<file path="src/design/ulm_pkg.sv">
package ulm_pkg;
  localparam int unsigned ADDR_W = 8;
  localparam int unsigned DATA_W = 16;
  // Memory bank codes on the air interface
  localparam logic [1:0] BANK_RESERVED = 2'h0;
  localparam logic [1:0] BANK_EPC = 2'h1;
  localparam logic [1:0] BANK_TID = 2'h2;
  localparam logic [1:0] BANK_USER = 2'h3;
  // Word boundaries, large map
  localparam logic [7:0] RES_LAST = 8'h03;
  localparam logic [7:0] PC_LAST = 8'h01;
  localparam logic [7:0] EPC_FIRST = 8'h02;
  localparam logic [7:0] EPC_LAST = 8'h0F;
  localparam logic [7:0] XPC_ADDR = 8'h21;
  localparam logic [7:0] TID_LAST = 8'h05;
  localparam logic [7:0] USR_LAST = 8'h03;
  localparam logic [7:0] SHR_FIRST = 8'h20;
  localparam logic [7:0] SHL_FIRST = 8'hDE;
  localparam logic [7:0] SHL_LAST = 8'hE1;
  localparam int unsigned EPC_WORDS = 14;
  localparam int unsigned SHL_WORDS = 4;
  // Sharing lock layout: one read bit and one write bit per 8-word block of the shared region
  localparam int unsigned SHL_BLK_SHIFT = 3;
  localparam logic [1:0] SHL_RD_BASE = 2'h0;
  localparam logic [1:0] SHL_WR_BASE = 2'h2;
  localparam logic [15:0] RESET_WORD = 16'h0000;

  typedef enum logic [3:0] {
    RG_NONE = 4'b0000,
    RG_RESERVED = 4'b0001,
    RG_PC = 4'b0010,
    RG_EPC = 4'b0011,
    RG_XPC = 4'b0100,
    RG_TID = 4'b0101,
    RG_USER = 4'b0110,
    RG_SHARED = 4'b0111,
    RG_SHLOCK = 4'b1000
  } ulm_region_t;
endpackage : ulm_pkg

</file>
<file path="src/design/ulm_decode.sv">
`timescale 1ns/1ps
module ulm_decode (
  input wire logic [1:0] bank_i,
  input wire logic [ulm_pkg::ADDR_W-1:0] addr_i,
  output ulm_pkg::ulm_region_t region_o
);
  import ulm_pkg::*;

  always_comb begin
    region_o = RG_NONE;
    case (bank_i)
      BANK_RESERVED: begin
        if (addr_i <= RES_LAST) region_o = RG_RESERVED;
      end
      BANK_EPC: begin
        if (addr_i <= PC_LAST) region_o = RG_PC;
        else if (addr_i <= EPC_LAST) region_o = RG_EPC;
        else if (addr_i == XPC_ADDR) region_o = RG_XPC;
      end
      BANK_TID: begin
        if (addr_i <= TID_LAST) region_o = RG_TID;
      end
      BANK_USER: begin
        if (addr_i <= USR_LAST) region_o = RG_USER;
        else if (addr_i >= SHL_FIRST && addr_i <= SHL_LAST) region_o = RG_SHLOCK;
        else if (addr_i >= SHR_FIRST) region_o = RG_SHARED;
      end
      default: region_o = RG_NONE;
    endcase
  end
endmodule : ulm_decode

</file>
<file path="src/design/ulm_access_ctrl.sv">
// Operation
// - 224-bit EPC held in EPC words 2 to 15, most significant word first
// - XPC word at EPC word 33; words 16 to 32 give no access
// - USER words 32 to 255, other than lock words 222 to 225, map to shared memory; 4 to 31 unused
// - Shared access checks user password and lock before sharing lock bytes
// - Shared reads and writes allowed only where sharing lock bytes grant
// - Hidden user bank also hides the shared region
// - Sharing lock bytes held in USER words 222 to 225, read and write
`timescale 1ns/1ps
module ulm_access_ctrl (
  input wire logic mclk_i,
  input wire logic reset_n_i,
  input wire logic req_i,
  input wire logic we_i,
  input wire logic [1:0] bank_i,
  input wire logic [ulm_pkg::ADDR_W-1:0] addr_i,
  input wire logic [ulm_pkg::DATA_W-1:0] wdata_i,
  input wire logic user_pw_deny_i,
  input wire logic user_hidden_i,
  output logic resp_valid_o,
  output logic resp_err_o,
  output logic [ulm_pkg::DATA_W-1:0] rdata_o,
  output logic ext_req_o,
  output logic ext_we_o,
  output logic ext_nfc_o,
  output logic [1:0] ext_bank_o,
  output logic [ulm_pkg::ADDR_W-1:0] ext_addr_o,
  output logic [ulm_pkg::DATA_W-1:0] ext_wdata_o
);
  import ulm_pkg::*;

  // ==========================================================
  // State
  typedef struct packed {
    logic [EPC_WORDS-1:0][DATA_W-1:0] epc;
    logic [SHL_WORDS-1:0][DATA_W-1:0] shl;
    logic resp_valid;
    logic resp_err;
    logic [DATA_W-1:0] rdata;
    logic ext_req;
    logic ext_we;
    logic ext_nfc;
    logic [1:0] ext_bank;
    logic [ADDR_W-1:0] ext_addr;
    logic [DATA_W-1:0] ext_wdata;
  } ulm_state_t;

  ulm_state_t st_reg;
  ulm_state_t st_next;
  ulm_region_t region;

  ulm_decode u_decode (
    .bank_i(bank_i),
    .addr_i(addr_i),
    .region_o(region)
  );

  // ==========================================================
  // Sharing lock lookup
  // Lock words themselves sit in the shared range, so they can lock themselves
  function automatic logic shl_deny(input logic [SHL_WORDS-1:0][DATA_W-1:0] shl,
                                    input logic [ADDR_W-1:0] addr, input logic wr);
    logic [ADDR_W-1:0] off;
    logic [4:0] blk;
    logic [1:0] widx;
    off = addr - SHR_FIRST;
    blk = 5'(off >> SHL_BLK_SHIFT);
    widx = (wr ? SHL_WR_BASE : SHL_RD_BASE) + {1'b0, blk[4]};
    shl_deny = shl[widx][blk[3:0]];
  endfunction : shl_deny

  logic deny;
  logic [3:0] epc_idx;
  logic [1:0] shl_idx;
  logic shl_hit;

  always_comb begin
    epc_idx = 4'(addr_i - EPC_FIRST);
    shl_idx = 2'(addr_i - SHL_FIRST);
    // Kept as a net so the lock check can look back one cycle
    shl_hit = shl_deny(st_reg.shl, addr_i, we_i);
    deny = (region == RG_NONE);
    // Read-only identity bank
    if (region == RG_TID && we_i) deny = 1'b1;
    if (region == RG_USER || region == RG_SHARED || region == RG_SHLOCK) begin
      if (user_hidden_i) deny = 1'b1;
      else if (user_pw_deny_i) deny = 1'b1;
      else if (region != RG_USER && shl_hit) deny = 1'b1;
    end
  end

  // ==========================================================
  // Next state
  always_comb begin
    st_next = st_reg;
    st_next.resp_valid = req_i;
    st_next.resp_err = 1'b0;
    st_next.ext_req = 1'b0;
    st_next.ext_we = 1'b0;
    if (req_i) begin
      st_next.rdata = RESET_WORD;
      if (deny) begin
        st_next.resp_err = 1'b1;
      end else if (region == RG_EPC) begin
        if (we_i) st_next.epc[epc_idx] = wdata_i;
        else st_next.rdata = st_reg.epc[epc_idx];
      end else if (region == RG_SHLOCK) begin
        if (we_i) st_next.shl[shl_idx] = wdata_i;
        else st_next.rdata = st_reg.shl[shl_idx];
      end else begin
        st_next.ext_req = 1'b1;
        st_next.ext_we = we_i;
        st_next.ext_nfc = (region == RG_SHARED);
        st_next.ext_bank = bank_i;
        st_next.ext_addr = (region == RG_SHARED) ? addr_i - SHR_FIRST : addr_i;
        st_next.ext_wdata = wdata_i;
      end
    end
  end

  always_ff @(posedge mclk_i or negedge reset_n_i) begin
    if (!reset_n_i) begin
      st_reg <= '0;
    end else begin
      st_reg <= st_next;
    end
  end

  assign resp_valid_o = st_reg.resp_valid;
  assign resp_err_o = st_reg.resp_err;
  assign rdata_o = st_reg.rdata;
  assign ext_req_o = st_reg.ext_req;
  assign ext_we_o = st_reg.ext_we;
  assign ext_nfc_o = st_reg.ext_nfc;
  assign ext_bank_o = st_reg.ext_bank;
  assign ext_addr_o = st_reg.ext_addr;
  assign ext_wdata_o = st_reg.ext_wdata;

  // ==========================================================
  // Checks
  chk_unused_err: assert property (@(posedge mclk_i) disable iff (!reset_n_i)
    req_i && region == RG_NONE |=> resp_valid_o && resp_err_o)
    else $error("unused word not refused");

  chk_err_no_ext: assert property (@(posedge mclk_i) disable iff (!reset_n_i)
    resp_err_o |-> !ext_req_o && $stable(st_reg.epc) && $stable(st_reg.shl))
    else $error("refused access touched memory");

  chk_hidden_user: assert property (@(posedge mclk_i) disable iff (!reset_n_i)
    req_i && bank_i == BANK_USER && user_hidden_i |=> resp_err_o)
    else $error("hidden user bank accessed");

  chk_pw_first: assert property (@(posedge mclk_i) disable iff (!reset_n_i)
    req_i && region == RG_SHARED && user_pw_deny_i |=> resp_err_o && !ext_req_o)
    else $error("password check bypassed");

  chk_shared_lock: assert property (@(posedge mclk_i) disable iff (!reset_n_i)
    req_i && region == RG_SHARED && !user_hidden_i && !user_pw_deny_i
      |=> (ext_req_o && ext_nfc_o) != $past(shl_hit))
    else $error("sharing lock not applied");

  chk_shared_addr: assert property (@(posedge mclk_i) disable iff (!reset_n_i)
    ext_req_o && ext_nfc_o |-> ext_addr_o == $past(addr_i) - SHR_FIRST && ext_bank_o == BANK_USER)
    else $error("shared address mapped wrong");

  chk_epc_store: assert property (@(posedge mclk_i) disable iff (!reset_n_i)
    req_i && we_i && region == RG_EPC && !deny
      ##1 req_i && !we_i && region == RG_EPC && addr_i == $past(addr_i)
      |=> rdata_o == $past(wdata_i, 2))
    else $error("EPC word not stored");

  chk_xpc_fwd: assert property (@(posedge mclk_i) disable iff (!reset_n_i)
    req_i && bank_i == BANK_EPC && addr_i == XPC_ADDR |=> ext_req_o && ext_addr_o == XPC_ADDR)
    else $error("XPC word not forwarded");

  chk_lock_store: assert property (@(posedge mclk_i) disable iff (!reset_n_i)
    req_i && we_i && region == RG_SHLOCK && !deny |=> st_reg.shl[$past(shl_idx)] == $past(wdata_i))
    else $error("sharing lock word not written");

  chk_resp_pulse: assert property (@(posedge mclk_i) disable iff (!reset_n_i)
    resp_valid_o == $past(req_i))
    else $error("response not one cycle after request");

  chk_err_no_data: assert property (@(posedge mclk_i) disable iff (!reset_n_i)
    resp_err_o |-> resp_valid_o && rdata_o == RESET_WORD)
    else $error("refused access returned data");

  chk_ext_ok: assert property (@(posedge mclk_i) disable iff (!reset_n_i)
    ext_req_o |-> resp_valid_o && !resp_err_o)
    else $error("forwarded access without clean response");

  chk_epc_gap: assert property (@(posedge mclk_i) disable iff (!reset_n_i)
    req_i && bank_i == BANK_EPC && addr_i > EPC_LAST && addr_i < XPC_ADDR |=> resp_err_o && !ext_req_o)
    else $error("EPC gap word not refused");

  chk_user_gap: assert property (@(posedge mclk_i) disable iff (!reset_n_i)
    req_i && bank_i == BANK_USER && addr_i > USR_LAST && addr_i < SHR_FIRST |=> resp_err_o && !ext_req_o)
    else $error("user gap word not refused");

  chk_user_fwd: assert property (@(posedge mclk_i) disable iff (!reset_n_i)
    req_i && region == RG_USER && !deny |=> ext_req_o && !ext_nfc_o && ext_addr_o == $past(addr_i))
    else $error("user word not forwarded to long-range store");

  chk_shared_fwd: assert property (@(posedge mclk_i) disable iff (!reset_n_i)
    req_i && region == RG_SHARED && !deny |=> ext_req_o && ext_nfc_o && ext_we_o == $past(we_i))
    else $error("granted shared access not forwarded");

  chk_lock_pw: assert property (@(posedge mclk_i) disable iff (!reset_n_i)
    req_i && region == RG_SHLOCK && (user_pw_deny_i || user_hidden_i) |=> resp_err_o)
    else $error("lock word reached past user bank gate");

  chk_lock_self: assert property (@(posedge mclk_i) disable iff (!reset_n_i)
    req_i && region == RG_SHLOCK && shl_hit |=> resp_err_o)
    else $error("locked lock word accessed");

  chk_local_no_ext: assert property (@(posedge mclk_i) disable iff (!reset_n_i)
    req_i && (region == RG_EPC || region == RG_SHLOCK) |=> !ext_req_o)
    else $error("locally held word forwarded");
endmodule : ulm_access_ctrl

</file>
<file path="config.mk">
export PLATFORM = sky130hd
export DESIGN_NAME = ulm_access_ctrl
export DESIGN_NICKNAME = d
export VERILOG_FILES = /design/src/design/ulm_pkg.sv /design/src/design/ulm_decode.sv /design/src/design/ulm_access_ctrl.sv
export SDC_FILE = /design/constraint.sdc
export NUM_CORES = 1
export LEC_CHECK = 0
export BUFFER_PORTS_ARGS = -buffer_cell sky130_fd_sc_hd__buf_2
export CORE_ASPECT_RATIO = 1.5
export CORE_UTILIZATION = 56
export CTS_BUF_LIST = sky130_fd_sc_hd__clkbuf_16
export CTS_CLUSTER_SIZE = 20
export DETAILED_ROUTE_END_ITERATION = 12
export PLACE_DENSITY_LB_ADDON = 0.2
export SYNTH_ARGS = -nofsm -noshare
export SYNTH_HDL_FRONTEND = slang
export SYNTH_SLANG_ARGS = --single-unit
</file>
<file path="constraint.sdc">
create_clock -name mclk_i -period 2.44 [get_ports mclk_i]
set_input_delay 0.366 -clock mclk_i [delete_from_list [all_inputs] [get_ports mclk_i]]
set_output_delay 0.366 -clock mclk_i [all_outputs]
set_load 0.03 [all_outputs]
</file>
## Word-level counts from Yosys, hierarchy flattened

Cells that the tools add are included.

- Equality and inequality tests: 10
- Multiplexer cells: 39
- Bitwise operators: 3
- Reduce and logical (&&, ||, !) cells: 12
- $lt $le $gt $ge: 13
- $add $sub $neg: 4

Operators by type and width:

| kind | count |
|---|---|
| $bwmux 224 | 1 |
| $mux 16 | 9 |
| $bmux 16 s2 | 2 |
| $bmux 16 s4 | 1 |
| $bwmux 64 | 1 |
| $demux 16 s4 | 1 |
| $mux 29 | 2 |
| $mux 46 | 1 |
| $mux 45 | 1 |
| $demux 16 s2 | 1 |
| $mux 4 | 4 |
| $pmux 4 s4 | 1 |
| $eq 4x3->1 const B | 3 |
| $lt 4x5->1 const B | 2 |
| $mux 3 | 3 |
| $eq 8x6->1 const B | 1 |
| $ge 8x6->1 const B | 1 |
| $ge 8x8->1 const B | 1 |
| $le 8x1->1 const B | 1 |
| $le 8x2->1 const B | 1 |
| $le 8x3->1 const B | 1 |
| $le 8x4->1 const B | 1 |
| $le 8x8->1 const B | 1 |
| $mux 1 | 8 |
| other kinds (22) | 32 |

- Register bits after elaboration: 335
- Input port bits: 32

## Longest topological paths before layout

- Word-level depth: 14
- Depth in mapped cells: 16
- Gate-level depth less buffers: 10

## Modules after synthesis

Synthesis repeated with hierarchy kept, for this count alone.

- Cell total of the unflattened synthesis: 1136
- Area, all modules: 16424.5 sq um

Modules (own cells, without submodules):

| module | instances | area each (sq um) | cells each | sequential area each (sq um) |
|---|---|---|---|---|
| ulm_access_ctrl | 1 | 16238.1 | 1107 | 8383.0 |
| ulm_decode | 1 | 186.4 | 29 | 0.0 |

## Worst setup path after synthesis

No wires, ideal clock.

- Kind: input -> register
- From: input addr_i[5] (netlist name)
- To: register st_reg[100] (netlist name)
- Buffers on the path: 4
- Setup time: 0.125 ns
- Stages on the path: 13
- Arrival time: 3.585 ns
- Setup slack: -1.270 ns
- Data required time: 2.315 ns
- Cells stage by stage: buf_2 clkinv_1 ha_1 xor2_4 buf_6 mux4_2 o221ai_1 a211oi_1 a211o_1 buf_6 nor4_4 buf_4 mux2_2

- Cells in the longest elaborated chain, start to end: 14

RTL lines:

| element | line | source |
|---|---|---|
| start: declaration | ulm_access_ctrl.sv:16 | `input wire logic [ulm_pkg::ADDR_W-1:0] addr_i,` |
| parallel branches: the longest is 13 deep, another holds $sub 8x6->8 | - |  |
| $reduce_and 5->1 (no line) * | - |  |
| end signal: assignment | ulm_access_ctrl.sv:125 | `st_reg <= st_next;` |
| end: declaration | ulm_access_ctrl.sv:48 | `ulm_state_t st_reg;` |

Every way passes the cells marked *. The select of a mux whose other input is x is not followed.
A chain may end at the register's enable or synchronous reset.

## Final worst setup path

- From: input addr_i[6] (netlist name)
- To: register st_reg[71] (netlist name)

The elaborated chain is that of the path after synthesis.

==> results.tsv <==
stage	metric	value	unit
critical_path	required	2.91	ns
layout	num-fill-cells	1912	
floorplanning	die_h	211	um
outcome	failed_checks	setup timing	
sta	rsz0062_at_grt	yes	
sta	slew_violations	0	
critical_path	start_kind	input pin	
placement	placed_area	18400	um^2
clock_network	cts_tree	done	
global_routing	grt_pass1_vias	11136	
power	p_comb_share	13.5	%
layout	layout-drive-gt1-share	56.6	%
detailed_routing	drt_pass1_iterations	7	
critical_path	endpoint_kind	flip-flop	
floorplanning	initial_core_util	56.8	%
global_routing	grt_pass1_wl	64100	um
clock_network	clock_path_buffers	3	
layout	largest_reg_flops	288	
critical_path	path_class	in2reg	
clock_network	numCtsBuffers	31	
floorplanning	die-area	29700	um^2
clock_network	root_buffer	clkbuf_16	
power	powerDensity	619	nW/um^2
floorplanning	rows	76	
sta	finalHoldViolCount	0	
power	p_switching	3.16	mW
layout	final_area	20000	um^2
run	maxCapViolations	0	
sta	setup_ws	-0.384	ns
power	swShare	25.5	%
clock_network	insertion_delay	0.58	ns
clock_network	cts_max_level	1	
detailed_routing	routed_wl	41800	um
power	p_leak	9.78	nW
synthesis	synth_ff_type	dfrtp_1	
power	intPower	9.25	mW
synthesis	ys_seq_area_share	51.5	%
synthesis	synth_edf_count	0	
floorplanning	coreArea	28600	um^2
sta	slew-limit-headroom	43.3	%
floorplanning	ios	79	
power	peakVddDrop	0.000550	V
power	power.share.clock	39.7	%
detailed_routing	avgViaCountPerCell	6.05	
synthesis	synth_area	16300	um^2
sta	tightest_slew	0.845	ns
synthesis	netlist_instances	1155	
synthesis	async_reset_ff_share	100	%
sta	finClkSkew	0.0223	ns
sta	setup_violations	108	
global_routing	antenna_found_initial	0	
placement	port_buffers	78	
detailed_routing	ant_nets	0	
outcome	outcome	complete, but fails checks	
layout	diodes	0	
layout	seqCellArea	8380	um^2
layout	num-nets-final	1362	
layout	multi_input_area	7600	um^2
synthesis	synth_seq_cells	335	
critical_path	path_max_fanout	8	
power	seq_power_share	46.9	%
global_routing	grt_max_degree	74	
sta	fmax	0.354	GHz
synthesis	ys.warnings.count	0	
critical_path	cp.arrival	3.29	ns
detailed_routing	drt_iter0_drc	577	
clock_network	cts.sinks	335	
layout	fin_util	70.0	%
synthesis	syn_area_per_cell	14.1	um^2
global_routing	grtUsageTotal	28.7	%
placement	gp_congestion	0.950	
sta	period_share	116	%
placement	dp_hpwl	26500	um
floorplanning	die_x	141	um
detailed_routing	num_vias	10524	
clock_network	clk_pin_slew	0.07	ns
layout	areaGrowthSynthToFinish	23.2	%
detailed_routing	wl_per_cell	24.0	um
hold_path	hold_path_class	in2reg	
global_routing	overflow	0	
sta	fin_crit	2.82	ns
detailed_routing	drc	0	
synthesis	syn_nets	1191	
synthesis	yosysUniqueCellTypes	61	
-- layer usage --
| metal | global-route usage, % | part of all wire, % |
|---|---|---|
| met5 | 0 | 0 |
| met4 | 14.7 | 5.8 |
| met3 | 3.11 | 4.0 |
| met2 | 49.5 | 51 |
| met1 | 35.8 | 39 |
-- Yosys cell counts, drive strengths merged, types with 2 or more instances --
cell / number / area (um^2)
nand4: 5 / 31.3
buf: 89 / 596
a22oi: 5 / 37.5
or2: 2 / 12.5
and3: 5 / 31.3
xor2: 2 / 36.3
a221oi: 6 / 52.6
o221ai: 3 / 26.3
clkbuf: 51 / 191
clkinv: 2 / 7.51
nand3: 15 / 75.1
mux4: 78 / 1760
o21ai: 21 / 105
and2: 3 / 18.8
a32oi: 4 / 35.0
a31oi: 3 / 18.8
mux2: 315 / 3660
nor3: 15 / 91.3
ha: 4 / 50.1
nor2b: 2 / 12.5
dfrtp: 335 / 8380
o211ai: 3 / 22.5
a21oi: 17 / 85.1
a22o: 17 / 149
nand2: 76 / 285
nor2: 31 / 116
xnor2: 4 / 35.0
or3: 5 / 31.3
nor4: 9 / 90.1
inv: 5 / 18.8
mux2i: 6 / 60.1
-- cell usage in the layout, fill, tap and decap left out, types with 4 or more instances in the layout --
cell type,synthesis,routed
or3_4,0,4
buf_2,11,72
mux2_2,284,230
nor2_4,0,5
a22oi_1,5,5
clkbuf_16,0,36
nand3_1,15,11
mux2i_1,6,5
a22o_1,17,17
bufinv_16,0,5
buf_6,6,17
and3_1,5,5
nor3_1,13,7
buf_4,45,144
a221oi_1,6,6
nand4_1,5,5
a32oi_1,4,4
mux4_2,78,78
nor3_4,1,5
buf_12,0,31
clkinv_2,0,7
nor2_1,31,26
nand2_1,76,72
a21oi_1,17,17
dfrtp_1,335,335
o21ai_0,20,20
mux2_4,30,85
clkinv_1,2,10
-- cell families (layout without fill, tap and decap cells) --
family	Yosys count	count (layout)	synth area share, %
buffers and inverters	147	339	5.00
muxes	399	399	33.7
AOI/OAI and AO/OA	91	91	3.90
xor gates and xnor gates	6	7	0.438
DFF	335	335	51.5
and+or+nand+nor	173	174	5.15
adders and majority gates	4	4	0.308
-- stage by stage --
step | hold WS [ns] | cells | setup slack, ns | setup TNS (ns) | power, mW
after floorplan | 0.0704 | 1155 | -0.836 | -92.85 | 6.98
after global placement | 0.390 | 1655 | -1.28 | -216.47 | 7.44
after detailed placement | 0.390 | 1655 | -1.35 | -225.56 | 7.46
after CTS | 0.170 | 1727 | -0.327 | -25.53 | 12.5
after global routing | 0.192 | 1739 | -0.428 | -39.07 | 12.8
final | 0.200 | 1739 | -0.384 | -32.66 | 12.4
-- final cells by class --
type	count	share of cell area, %
clock inverters	25	1.24
flip-flops and latches	335	41.8
multi-input cells	675	37.9
well taps	390	2.44
clock buffers	31	3.87
inverters	7	0.206
repair buffers	276	12.5
-- path summary, 6_finish.rpt --
kind / start / to / slack [ns] / depth (start not counted)
max in group asynchronous: reset_n_i / st_reg[113] / 1.33 / 3
worst max register to register: st_reg[57] / st_reg[71] / -0.25 / 8
min in group asynchronous: reset_n_i / ext_addr_o[0] / 0.36 / 2
worst min register to register: st_reg[248] / st_reg[248] / 0.50 / 1
worst max-delay path: addr_i[6] / st_reg[71] / -0.38 / 13
worst min-delay path: addr_i[4] / ext_addr_o[4] / 0.20 / 3
-- what timing repair did --
| action | in CTS | in global routing |
|---|---|---|
| resized for setup | 39 | 24 |
| endpoints found under the hold margin | 63 | 0 |
| setup buffers | 10 | 8 |
| hold buffers | 2 | 0 |
| setup endpoints to repair | 108 | 214 |
| pin swaps | 7 | 6 |
| cloned | 4 | 6 |
-- power groups by stage --
stage,Combinational (mW),Clock [mW],Sequential [mW]
2_1_floorplan,1.08,0,5.90
3_3_place_gp,1.53,0,5.91
3_5_place_dp,1.55,0,5.91
4_1_cts,1.64,5.04,5.81
5_1_grt,1.77,5.23,5.83
6_report,1.67,4.92,5.81
-- worst max-delay path, stage by stage --
cell and delay, ns:
buf_6 0.10, inv_4 0.05, ha_4 0.19, xor2_4 0.34, buf_4 0.18, mux4_2 0.51
nor3_2 0.15, nor4_2 0.06, a211o_1 0.33, buf_6 0.14, or3_4 0.36, clkbuf_16 0.20
mux2_4 0.30
No activity file was read; power rests on OpenSTA's default activity.
